===== config.mk =====
export PLATFORM = sky130hd
export DESIGN_NAME = ser_top
export DESIGN_NICKNAME = d
export VERILOG_FILES = /design/src/hdl/ser_pkg.sv /design/src/hdl/ser_grp_if.sv /design/src/hdl/ser_group.sv /design/src/hdl/ser_top.sv
export VERILOG_INCLUDE_DIRS = /design/src /design/src/hdl
export SDC_FILE = /design/constraint.sdc
export NUM_CORES = 1
export LEC_CHECK = 0
export ABC_AREA = 1
export BUFFER_PORTS_ARGS = -buffer_cell sky130_fd_sc_hd__buf_2
export CAP_MARGIN = 20
export CELL_PAD_IN_SITES_DETAIL_PLACEMENT = 1
export CELL_PAD_IN_SITES_GLOBAL_PLACEMENT = 2
export CORE_MARGIN = 2
export CORE_UTILIZATION = 30
export CTS_BUF_LIST = sky130_fd_sc_hd__clkbuf_16
export CTS_CLUSTER_DIAMETER = 200
export DETAILED_ROUTE_END_ITERATION = 8
export PLACE_DENSITY_LB_ADDON = 0.1
export SLEW_MARGIN = 5
export SYNTH_ARGS = -nofsm -noshare
export SYNTH_HDL_FRONTEND = slang
export SYNTH_HIERARCHICAL = 1
export SYNTH_SLANG_ARGS = --single-unit

===== constraint.sdc =====
create_clock -name core_clk -period 2.77 [get_ports core_clk]
set_input_delay 0.277 -clock core_clk [delete_from_list [all_inputs] [get_ports core_clk]]
set_output_delay 0.277 -clock core_clk [all_outputs]
set_load 0.05 [all_outputs]

===== src/hdl/ser_params.svh =====
// Constants for the status event reporting block
`ifndef SER_PARAMS_SVH
`define SER_PARAMS_SVH

`define SER_WORD_W      16
`define SER_LIVE_MASK   16'h7fff
`define SER_ZERO        16'h0000
`define SER_SEL_W       4
`define SER_SEL_OP_EVT  4'h0
`define SER_SEL_OP_CND  4'h1
`define SER_SEL_OP_ENA  4'h2
`define SER_SEL_OP_FALL 4'h3
`define SER_SEL_OP_RISE 4'h4
`define SER_SEL_QU_EVT  4'h5
`define SER_SEL_QU_CND  4'h6
`define SER_SEL_QU_ENA  4'h7
`define SER_SEL_QU_FALL 4'h8
`define SER_SEL_QU_RISE 4'h9
`define SER_BIT_QUEUE   2
`define SER_BIT_QUES    3
`define SER_BIT_OPER    7

`endif


===== src/hdl/ser_pkg.sv =====
// Types shared by the status event reporting block
package ser_pkg;
	typedef logic [15:0] ser_word_t;
	typedef enum logic [1:0] {
		SER_SLOT_EVT  = 2'h0,
		SER_SLOT_ENA  = 2'h1,
		SER_SLOT_FALL = 2'h2,
		SER_SLOT_RISE = 2'h3
	} ser_slot_t;
endpackage : ser_pkg


===== src/hdl/ser_grp_if.sv =====
// Bundle between the top and one status group
`timescale 1ns/1ps
`default_nettype none
interface ser_grp_if;
	ser_pkg::ser_word_t cond;
	ser_pkg::ser_word_t wr_data;
	logic               wr_ena;
	logic               wr_fall;
	logic               wr_rise;
	logic               rd_clr;
	logic               preset;
	ser_pkg::ser_word_t event_q;
	ser_pkg::ser_word_t ena_q;
	ser_pkg::ser_word_t fall_q;
	ser_pkg::ser_word_t rise_q;
	logic               summary;
	modport ctl (output cond, wr_data, wr_ena, wr_fall, wr_rise, rd_clr, preset,
		input event_q, ena_q, fall_q, rise_q, summary);
	modport grp (input cond, wr_data, wr_ena, wr_fall, wr_rise, rd_clr, preset,
		output event_q, ena_q, fall_q, rise_q, summary);
endinterface : ser_grp_if
`default_nettype wire


===== src/hdl/ser_group.sv =====
// One status group: filters, sticky events, enable mask, summary
`include "ser_params.svh"
`timescale 1ns/1ps
`default_nettype none
module ser_group (
	input  wire logic core_clk,
	input  wire logic rst_b,
	input  wire logic clk_en,
	ser_grp_if.grp    g
);
	ser_pkg::ser_word_t cond_prev_r, event_r, ena_r, fall_r, rise_r;
	ser_pkg::ser_word_t cond_prev_nxt, event_nxt, ena_nxt, fall_nxt, rise_nxt;
	ser_pkg::ser_word_t hit;

	// Edge detect and sticky capture; a new hit survives a clearing read
	always_comb
	begin
		hit = ((g.cond & ~cond_prev_r & rise_r) | (~g.cond & cond_prev_r & fall_r))
			& `SER_LIVE_MASK;
		cond_prev_nxt = g.cond & `SER_LIVE_MASK;
		event_nxt = (g.rd_clr ? `SER_ZERO : event_r) | hit;
		ena_nxt  = g.wr_ena  ? (g.wr_data & `SER_LIVE_MASK) : ena_r;
		fall_nxt = g.wr_fall ? (g.wr_data & `SER_LIVE_MASK) : fall_r;
		rise_nxt = g.wr_rise ? (g.wr_data & `SER_LIVE_MASK) : rise_r;
		if (g.preset)
		begin
			ena_nxt = `SER_ZERO;
			fall_nxt = `SER_ZERO;
			rise_nxt = `SER_ZERO;
			event_nxt = hit;
		end
	end

	// Registered state of the group
	always_ff @(posedge core_clk)
	begin
		if (!rst_b)
		begin
			cond_prev_r <= `SER_ZERO;
			event_r <= `SER_ZERO;
			ena_r <= `SER_ZERO;
			fall_r <= `SER_ZERO;
			rise_r <= `SER_ZERO;
		end
		else if (clk_en)
		begin
			cond_prev_r <= cond_prev_nxt;
			event_r <= event_nxt;
			ena_r <= ena_nxt;
			fall_r <= fall_nxt;
			rise_r <= rise_nxt;
		end
	end

	assign g.event_q = event_r;
	assign g.ena_q   = ena_r;
	assign g.fall_q  = fall_r;
	assign g.rise_q  = rise_r;
	assign g.summary = |(event_r & ena_r);

	// Hit must be recorded next cycle even under a clearing read
	a_hit_kept_set: assert property (@(posedge core_clk) disable iff (!rst_b)
		clk_en && hit != 16'h0000 |=> (event_r & $past(hit)) == $past(hit))
		else $error("event lost on clear");
	a_msb_stays_zero: assert property (@(posedge core_clk) disable iff (!rst_b)
		!event_r[15] && !ena_r[15])
		else $error("unused bit set");
	a_clear_on_read: assert property (@(posedge core_clk) disable iff (!rst_b)
		clk_en && g.rd_clr && hit == 16'h0000 |=> event_r == 16'h0000)
		else $error("read did not clear");
	a_rise_sets_evt: assert property (@(posedge core_clk) disable iff (!rst_b)
		clk_en && $rose(g.cond[0]) && rise_r[0] |=> event_r[0])
		else $error("rise not captured");
	a_sticky_holds: assert property (@(posedge core_clk) disable iff (!rst_b)
		event_r[1] && !g.rd_clr && !g.preset |=> event_r[1])
		else $error("event bit dropped");
endmodule : ser_group
`default_nettype wire


===== src/hdl/ser_top.sv =====
// Status event reporting: two groups, command port and status byte
// Functional notes
// Each group: condition, event, enable, two filters
// Preset enables queue errors, disables other entries
// Queue summary reported in status byte bit 2
// Registers sixteen bits, top bit reads zero
// Event read returns bits then clears them
// Event in clearing cycle stays recorded
// Enabled transition sets sticky event bit
// Condition read has no side effects
// Condition bits track live inputs continuously
// Enabled operation event sets status bit 7
// Enabled questionable event sets status bit 3
// Fall filter lets one-to-zero set event
// Rise filter lets zero-to-one set event
// Enable and filters read/write, reset zero
// Preset resets and clears both enable masks
// Summary is OR of event AND enable
`include "ser_params.svh"
`timescale 1ns/1ps
`default_nettype none
module ser_top (
	input  wire logic                    core_clk,
	input  wire logic                    rst_b,
	input  wire logic                    clk_en,
	input  wire logic [15:0]             op_cond_pin,
	input  wire logic [15:0]             qu_cond_pin,
	input  wire logic                    queue_nonempty,
	input  wire logic                    cmd_wr,
	input  wire logic                    cmd_rd,
	input  wire logic                    cmd_preset,
	input  wire logic [`SER_SEL_W-1:0]   cmd_sel,
	input  wire logic [15:0]             cmd_wdata,
	output logic [15:0]                  rd_data,
	output logic                         rd_valid,
	output logic [7:0]                   status_byte,
	output logic                         queue_err_only,
	output logic                         reset_req
);
	ser_grp_if op_if ();
	ser_grp_if qu_if ();
	ser_pkg::ser_word_t op_s1_r, op_s2_r, qu_s1_r, qu_s2_r;
	logic qn_s1_r, qn_s2_r;
	logic [15:0] rd_data_r, rd_data_nxt;
	logic rd_valid_r, rd_valid_nxt;
	logic [7:0] sb_r, sb_nxt;
	logic qerr_r, qerr_nxt, rst_req_r, rst_req_nxt;

	// Pin synchronisers; first stage feeds only the second
	always_ff @(posedge core_clk)
	begin
		if (!rst_b)
		begin
			op_s1_r <= `SER_ZERO;
			op_s2_r <= `SER_ZERO;
			qu_s1_r <= `SER_ZERO;
			qu_s2_r <= `SER_ZERO;
			qn_s1_r <= 1'b0;
			qn_s2_r <= 1'b0;
		end
		else if (clk_en)
		begin
			op_s1_r <= op_cond_pin;
			op_s2_r <= op_s1_r;
			qu_s1_r <= qu_cond_pin;
			qu_s2_r <= qu_s1_r;
			qn_s1_r <= queue_nonempty;
			qn_s2_r <= qn_s1_r;
		end
	end

	// Group command steering; condition is live, unlatched
	always_comb
	begin
		op_if.cond    = op_s2_r & `SER_LIVE_MASK;
		qu_if.cond    = qu_s2_r & `SER_LIVE_MASK;
		op_if.wr_data = cmd_wdata;
		qu_if.wr_data = cmd_wdata;
		op_if.wr_ena  = cmd_wr && cmd_sel == `SER_SEL_OP_ENA;
		op_if.wr_fall = cmd_wr && cmd_sel == `SER_SEL_OP_FALL;
		op_if.wr_rise = cmd_wr && cmd_sel == `SER_SEL_OP_RISE;
		qu_if.wr_ena  = cmd_wr && cmd_sel == `SER_SEL_QU_ENA;
		qu_if.wr_fall = cmd_wr && cmd_sel == `SER_SEL_QU_FALL;
		qu_if.wr_rise = cmd_wr && cmd_sel == `SER_SEL_QU_RISE;
		op_if.rd_clr  = cmd_rd && cmd_sel == `SER_SEL_OP_EVT;
		qu_if.rd_clr  = cmd_rd && cmd_sel == `SER_SEL_QU_EVT;
		op_if.preset  = cmd_preset;
		qu_if.preset  = cmd_preset;
	end

	ser_group u_op (
		.core_clk (core_clk),
		.rst_b    (rst_b),
		.clk_en   (clk_en),
		.g        (op_if.grp)
	);

	ser_group u_qu (
		.core_clk (core_clk),
		.rst_b    (rst_b),
		.clk_en   (clk_en),
		.g        (qu_if.grp)
	);

	// Read mux, status byte and preset side effects
	always_comb
	begin
		rd_valid_nxt = cmd_rd;
		rd_data_nxt = rd_data_r;
		if (cmd_rd)
		begin
			unique case (cmd_sel)
				`SER_SEL_OP_EVT:  rd_data_nxt = op_if.event_q;
				`SER_SEL_OP_CND:  rd_data_nxt = op_if.cond;
				`SER_SEL_OP_ENA:  rd_data_nxt = op_if.ena_q;
				`SER_SEL_OP_FALL: rd_data_nxt = op_if.fall_q;
				`SER_SEL_OP_RISE: rd_data_nxt = op_if.rise_q;
				`SER_SEL_QU_EVT:  rd_data_nxt = qu_if.event_q;
				`SER_SEL_QU_CND:  rd_data_nxt = qu_if.cond;
				`SER_SEL_QU_ENA:  rd_data_nxt = qu_if.ena_q;
				`SER_SEL_QU_FALL: rd_data_nxt = qu_if.fall_q;
				`SER_SEL_QU_RISE: rd_data_nxt = qu_if.rise_q;
				default:          rd_data_nxt = `SER_ZERO; // Unmapped selects read zero
			endcase
			rd_data_nxt = rd_data_nxt & `SER_LIVE_MASK;
		end
		sb_nxt = 8'h00;
		sb_nxt[`SER_BIT_OPER]  = op_if.summary;
		sb_nxt[`SER_BIT_QUES]  = qu_if.summary;
		sb_nxt[`SER_BIT_QUEUE] = qn_s2_r;
		qerr_nxt = cmd_preset ? 1'b1 : qerr_r;
		rst_req_nxt = cmd_preset;
	end

	// Output registers; status byte lags summaries by one cycle
	always_ff @(posedge core_clk)
	begin
		if (!rst_b)
		begin
			rd_data_r <= `SER_ZERO;
			rd_valid_r <= 1'b0;
			sb_r <= 8'h00;
			qerr_r <= 1'b0;
			rst_req_r <= 1'b0;
		end
		else if (clk_en)
		begin
			rd_data_r <= rd_data_nxt;
			rd_valid_r <= rd_valid_nxt;
			sb_r <= sb_nxt;
			qerr_r <= qerr_nxt;
			rst_req_r <= rst_req_nxt;
		end
	end

	assign rd_data        = rd_data_r;
	assign rd_valid       = rd_valid_r;
	assign status_byte    = sb_r;
	assign queue_err_only = qerr_r;
	assign reset_req      = rst_req_r;

	a_oper_sum_bit: assert property (@(posedge core_clk) disable iff (!rst_b)
		clk_en |=> status_byte[7] == $past(|(op_if.event_q & op_if.ena_q)))
		else $error("operation summary wrong");
	a_ques_sum_bit: assert property (@(posedge core_clk) disable iff (!rst_b)
		clk_en |=> status_byte[3] == $past(|(qu_if.event_q & qu_if.ena_q)))
		else $error("questionable summary wrong");
	a_queue_sum_bit: assert property (@(posedge core_clk) disable iff (!rst_b)
		clk_en |=> status_byte[2] == $past(qn_s2_r))
		else $error("queue summary wrong");
	a_preset_clears: assert property (@(posedge core_clk) disable iff (!rst_b)
		clk_en && cmd_preset |=> op_if.ena_q == 16'h0000 && qu_if.ena_q == 16'h0000 && reset_req)
		else $error("preset left mask");
	a_preset_queue: assert property (@(posedge core_clk) disable iff (!rst_b)
		clk_en && cmd_preset |=> queue_err_only)
		else $error("preset queue filter");
	a_cond_read: assert property (@(posedge core_clk) disable iff (!rst_b)
		clk_en && cmd_rd && cmd_sel == `SER_SEL_OP_CND |=> rd_valid && rd_data == $past(op_if.cond))
		else $error("condition read wrong");
	a_ena_write: assert property (@(posedge core_clk) disable iff (!rst_b)
		clk_en && cmd_wr && !cmd_preset && cmd_sel == `SER_SEL_OP_ENA
		|=> op_if.ena_q == ($past(cmd_wdata) & `SER_LIVE_MASK))
		else $error("enable write lost");
	a_read_msb_zero: assert property (@(posedge core_clk) disable iff (!rst_b)
		!rd_data[15])
		else $error("read top bit set");

	// Strobes answer for one cycle only; a stuck pulse would repeat an instrument reset
	a_rd_valid_pulse: assert property (@(posedge core_clk) disable iff (!rst_b)
		clk_en |=> rd_valid == $past(cmd_rd))
		else $error("read valid wrong");
	a_reset_req_pulse: assert property (@(posedge core_clk) disable iff (!rst_b)
		clk_en |=> reset_req == $past(cmd_preset))
		else $error("reset request wrong");
	a_spare_bits_zero: assert property (@(posedge core_clk) disable iff (!rst_b)
		(status_byte & 8'h73) == 8'h00)
		else $error("spare status bit set");
	a_queue_err_held: assert property (@(posedge core_clk) disable iff (!rst_b)
		queue_err_only |=> queue_err_only)
		else $error("queue filter dropped");

	// Read data holds between reads and carries the event word of the read edge
	a_read_data_held: assert property (@(posedge core_clk) disable iff (!rst_b)
		clk_en && !cmd_rd |=> $stable(rd_data))
		else $error("read data moved");
	a_event_read_data: assert property (@(posedge core_clk) disable iff (!rst_b)
		clk_en && cmd_rd && cmd_sel == `SER_SEL_OP_EVT
		|=> rd_data == ($past(op_if.event_q) & `SER_LIVE_MASK))
		else $error("event read wrong");
	a_ques_cond_read: assert property (@(posedge core_clk) disable iff (!rst_b)
		clk_en && cmd_rd && cmd_sel == `SER_SEL_QU_CND |=> rd_valid && rd_data == $past(qu_if.cond))
		else $error("questionable condition read wrong");
	a_cond_read_pure: assert property (@(posedge core_clk) disable iff (!rst_b)
		clk_en && cmd_rd && cmd_sel == `SER_SEL_OP_CND && !cmd_preset
		|=> (op_if.event_q & $past(op_if.event_q)) == $past(op_if.event_q))
		else $error("condition read cleared events");

	// Writes land masked to fifteen bits in the selected register only
	a_ques_ena_write: assert property (@(posedge core_clk) disable iff (!rst_b)
		clk_en && cmd_wr && !cmd_preset && cmd_sel == `SER_SEL_QU_ENA
		|=> qu_if.ena_q == ($past(cmd_wdata) & `SER_LIVE_MASK))
		else $error("questionable enable write lost");
	a_rise_filt_write: assert property (@(posedge core_clk) disable iff (!rst_b)
		clk_en && cmd_wr && !cmd_preset && cmd_sel == `SER_SEL_OP_RISE
		|=> op_if.rise_q == ($past(cmd_wdata) & `SER_LIVE_MASK))
		else $error("rise filter write lost");
	a_fall_filt_write: assert property (@(posedge core_clk) disable iff (!rst_b)
		clk_en && cmd_wr && !cmd_preset && cmd_sel == `SER_SEL_QU_FALL
		|=> qu_if.fall_q == ($past(cmd_wdata) & `SER_LIVE_MASK))
		else $error("fall filter write lost");
endmodule : ser_top
`default_nettype wire


==> results.cfg, run 1 <==
[finish]
final_common_cell = nor2_1
layout.nets = 1754
area_delta_synth_final_pct = 18.09
n_antenna_cell = 0
layout_common_cells = nor2_1, nand2_1, dfxtp_1
layout-drive-gt1-share_pct = 10.94

[power]
seq_power_share_pct = 43.2
swShare_pct = 27.80
p_int_mw = 6.224
switchingPower_mw = 2.396
fin_total_pwr_mw = 8.620
irDropWorstVdd_mv = 0.4678
p_leak_nw = 5.624
cellPowerDensity_mw_per_mm2 = 676.2
clockPowerShare_pct = 45.3
pwr-share-comb_pct = 11.4

[floorplan]
fp.dieW_um = 193.7
rows = 69
ios = 86
die_h_um = 193.7
initial_core_util_pct = 30.42
core_mm2 = 0.03548
die-area_mm2 = 0.03751

[cts]
cts_made_buffers = 29
cts_tree = done
clock_path_buffers = 3
clock_latency_ns = 0.56
clk_pin_slew_ns = 0.06
root_buffer = clkbuf_16
cts_setup_buffers = 0
htreeDepth = 1
clkSinkCount = 233

[drt]
vias_per_cell = 4.820
post_drt_wl_per_cell_um = 19.08
vias = 10500
wirelength_um = 41570
drt_iter0_drc = 453
dr.pass1.iters = 5
ant_nets = 0
route.detailed.drc = 0

[status]
status = complete, no violations

[placed_design]
place_congestion = 0.7870
numPortBuffers = 76
dp_hpwl_um = 28070

[setup_path]
ff2ff_setup_slack_ns = 1.41
worstSetupStartpointType = input pin
crit_path_start = cmd_sel[0]
crit_path_end_kind = flop
critical_path_class = in -> reg
cp_max_fo = 16
required_ns = 3.20
endpoint = u_qu/g.fall_q[12]
arrival_ns = 2.10
reg2reg_from = u_qu/g.event_q[3]
rr_endpoint = status_byte[3]
reg2regPathDepth = 6

[sta]
setup_tns_ns = 0
slew_viol_final = 0
hold_violations = 0
tightest_slew_ns = 1.022
fin_crit_sh_pct = 60.22
worst_clock_skew_ns = 0.02523
slew_headroom_pct = 31.84
fmax_mhz = 599.4
final-setup-viol-count = 0
rsz0062_at_grt = false
period_minus_slack_ns = 1.668

[global_routing]
grt_pass1_wl_um = 63570
first_global_vias = 10540
grt_overflow = 0
grt_usage_pct = 21.89
grt_max_degree = 98
antenna_found_initial = 0

[logic_synthesis]
avgSynthCellArea_um2 = 6.684
synth-warning-count = 6
synthCells = 1615
synth_area_mm2 = 0.01079

[job]
maxCapViolations = 0

[min_path]
hold_class = in -> reg
-- worst min-delay path by stage --
stage / startpoint / end / slack, ns / cells past startpoint
4_1_cts: cmd_wdata[14] / u_qu/g.fall_q[14] / 0.14 / 5
3_3_place_gp: queue_err_only / queue_err_only / 0.44 / 2
6_report: cmd_wdata[14] / u_qu/g.ena_q[14] / 0.16 / 5
2_1_floorplan: op_cond_pin[7] / op_s1_r[7] / 0.41 / 2
5_1_grt: cmd_wdata[14] / u_qu/g.ena_q[14] / 0.19 / 5
3_5_place_dp: queue_err_only / queue_err_only / 0.45 / 2
-- power by group through the flow --
| stage | registers [mW] | clock network, mW | logic (mW) |
|---|---|---|---|
| after floorplan | 3.77 | 0 | 0.615 |
| after global placement | 3.80 | 0 | 0.941 |
| after detailed placement | 3.80 | 0 | 0.955 |
| after CTS | 3.73 | 4.02 | 0.993 |
| after global routing | 3.76 | 4.14 | 1.11 |
| final | 3.73 | 3.91 | 0.986 |
-- what timing repair did --
item,4_1_cts,5_1_grt
resized for setup,0,0
setup endpoints to repair,0,0
endpoints found under the hold margin,31,0
hold buffers,31,0
-- per-layer routing --
layer	global-route usage [%]	up-vias	routed length (um)
li1	-	5305	-
met2	35.73	175	18550
met5	0	-	0
met3	2.870	49	1495
met4	4.128	0	748
met1	31.06	4974	20780
-- layout make-up --
cell class	instances	area [um2]
well taps	461	576.8
fillers	4505	22740
flip-flops and latches	233	4664
multi-input cells	1164	5091
inverters	125	471.7
repair buffers	142	970.9
clock inverters	25	246.5
clock buffers	29	725.7
-- stage by stage --
stage          util (%)  setup slack, ns  instances  cell area, um2  hold slack (ns)
2_1_floorplan         -            1.361       1620           10810           0.4119
3_3_place_gp      32.31           0.6049       2094           11460           0.4450
3_5_place_dp      32.31           0.5634       2094           11460           0.4469
4_1_cts           35.93            1.145       2179           12750           0.1386
5_1_grt           35.93            1.012       2179           12750           0.1931
6_report          35.93            1.102       2179           12750           0.1618
-- flip-flops by register name, indices dropped and copies added, names as in the netlist, 3 cells and up --
name,cells
op_s2_r,15
u_qu/cond_prev_r,15
u_op/g.rise_q,15
u_qu/g.rise_q,15
u_op/g.ena_q,15
u_op/g.event_q,15
op_s1_r,15
u_op/cond_prev_r,15
u_qu/g.fall_q,15
u_op/g.fall_q,15
u_qu/g.ena_q,15
rd_data,15
qu_s2_r,15
u_qu/g.event_q,15
qu_s1_r,15
status_byte,3
-- worst max-delay path, stage by stage --
cell and delay, ns:
buf_2 0.19, nor2_2 0.06, inv_1 0.16, nor4_1 0.08, o21ai_2 0.79, inv_1 0.11
buf_4 0.26, nor2_1 0.11, nor2_1 0.05
Note: power is estimated with default switching activity, not from simulation.
==> run 2: changes to the inputs <==
==> constraint.sdc (replaced) <==
create_clock -name core_clk -period 1.4 [get_ports core_clk]
set_input_delay 0.14 -clock core_clk [delete_from_list [all_inputs] [get_ports core_clk]]
set_output_delay 0.14 -clock core_clk [all_outputs]
set_load 0.05 [all_outputs]
==> run 2 against run 1 <==
  * First-iteration DRC count up 30%
  * Sequential cell count unchanged
  * Routed wire length up 0.60%
  * Utilization up 1.9 points
  * Global-route usage up 0.33 points
  * Register-to-register slack worse by 1.2 ns
  * Critical path depth down 8
  * Critical path type is now reg -> out
==> results.cfg, run 2 (same netlist as run 1, synthesis figures left out) <==
[drt]
dr.pass1.iters = 5
top_layer_used = met4
vias_per_cell = 4.815
drt_iter0_drc = 588
wirelength_um = 41820
wl_met2_um = 18550
route.detailed.drc = 0
met3_length_um = 1562
wl_met1_um = 20960
vias = 10790
post_drt_wl_per_cell_um = 18.67
ant_nets = 0

[min_path]
hold_class = in -> reg

[finish]
fill_cells = 4520
multi_input_area_mm2 = 0.005091
layout-drive-gt1-share_pct = 13.32
final_common_cell = nor2_1
final_cells = 2240
regArea_mm2 = 0.004664
area_delta_synth_final_pct = 24.31
layout.nets = 1815
layout_common_cells = nor2_1, nand2_1, dfxtp_1
n_antenna_cell = 0
final_core_utilization_pct = 37.82

[global_routing]
first_global_vias = 11130
grt_max_degree = 58
antenna_found_initial = 0
grt_overflow = 0
grt_usage_pct = 22.22
grt_pass1_wl_um = 64960

[floorplan]
core_mm2 = 0.03548
die_h_um = 193.7
ios = 86
initial_core_util_pct = 30.42
die-area_mm2 = 0.03751
fp.dieW_um = 193.7
rows = 69

[cts]
clock_path_buffers = 3
clk_pin_slew_ns = 0.06
clock_latency_ns = 0.56
cts_made_buffers = 30
root_buffer = clkbuf_16
clkSinkCount = 233
htreeDepth = 1
cts_tree = done

[status]
status = complete, no violations

[setup_path]
critical_path_class = reg -> out
critical-path-top-delay-family = flip-flops
slowest_stage = dfxtp_1
crit_buf_inv = 1
arrival_ns = 1.20
cp_max_fo = 2
crit_path_end_kind = output port
slowest_delay_ns = 0.38
required_ns = 1.26
worstSetupStartpointType = flop
cp_cell_sequence = clkbuf_4

[placed_design]
place_inst = 2149
dp_hpwl_um = 30250
numPortBuffers = 76
place_congestion = 0.8317

[sta]
slew_viol_final = 0
period_minus_slack_ns = 1.336
holdWs_ns = 0.02378
slew_headroom_pct = 49.97
fin_crit_sh_pct = 95.41
fmax_mhz = 748.7
tightest_slew_ns = 0.7497
worst_clock_skew_ns = 0.01361
final-setup-viol-count = 0
rsz0062_at_grt = false
hold_violations = 0

[job]
maxCapViolations = 0

[power]
fin_total_pwr_mw = 16.73
p_leak_nw = 5.992
irDropWorstVdd_mv = 0.9214
cellPowerDensity_mw_per_mm2 = 1247
-- run 2: changes by cell type in the layout (fill, tap and decap cells not counted), moves of 3 or more --
cell           change
dlygate4sd3_1      +5
clkinv_1           +4
buf_4             +33
inv_1              +3
buf_12            +22
bufinv_16          -4
-- run 2: final timing paths --
kind                                to  cells after the start           start  slack [ns]
setup / recovery            rd_data[0]                      1      rd_data[0]        0.06
setup reg to reg           rd_data[13]                      6     qu_s2_r[13]        0.17
hold reg to reg         queue_err_only                      2  queue_err_only        0.46
hold / removal    u_qu/cond_prev_r[14]                      3          clk_en        0.02
-- run 2: metal layers --
| metal | vias to the layer above | global-route usage [%] |
|---|---|---|
| met5 | - | 0 |
| met4 | 0 | 4.071 |
| met3 | 44 | 2.748 |
| met2 | 189 | 36.28 |
| met1 | 5135 | 31.67 |
| li1 | 5418 | - |
-- run 2: where the power goes --
group | total, mW | internal (mW) | switching [mW]
combinational | 2.17 | 0.793 | 1.37
clock | 7.18 | 4.13 | 3.05
sequential | 7.39 | 7.05 | 0.344
total | 16.7 | 12.0 | 4.76
-- run 2: per-stage QoR --
step | instance area (um2) | TNS [ns] | setup slack (ns)
2_1_floorplan | 10810 | 0 | 0.1275
3_3_place_gp | 12150 | -9.024 | -0.1743
3_5_place_dp | 12150 | -14.35 | -0.2194
4_1_cts | 13420 | 0 | 0.008582
5_1_grt | 13420 | 0 | 0.02182
6_report | 13420 | 0 | 0.06426
-- run 2: layout make-up --
| type | instances | area share (%) |
|---|---|---|
| multi-input combinational | 1164 | 37.94 |
| sequential | 233 | 34.76 |
| timing repair buffer | 202 | 12.76 |
| clock buffer | 31 | 5.781 |
| tap | 461 | 4.299 |
| inverter | 125 | 3.515 |
| clock inverter | 24 | 0.9418 |
-- run 2: timing repair --
| action | in CTS | in global routing |
|---|---|---|
| endpoints found under the hold margin | 38 | 0 |
| hold buffers | 36 | 0 |
| endpoints found under the setup margin | 0 | 1 |
| buffers inserted | 0 | 0 |
| resized for setup | 0 | 1 |
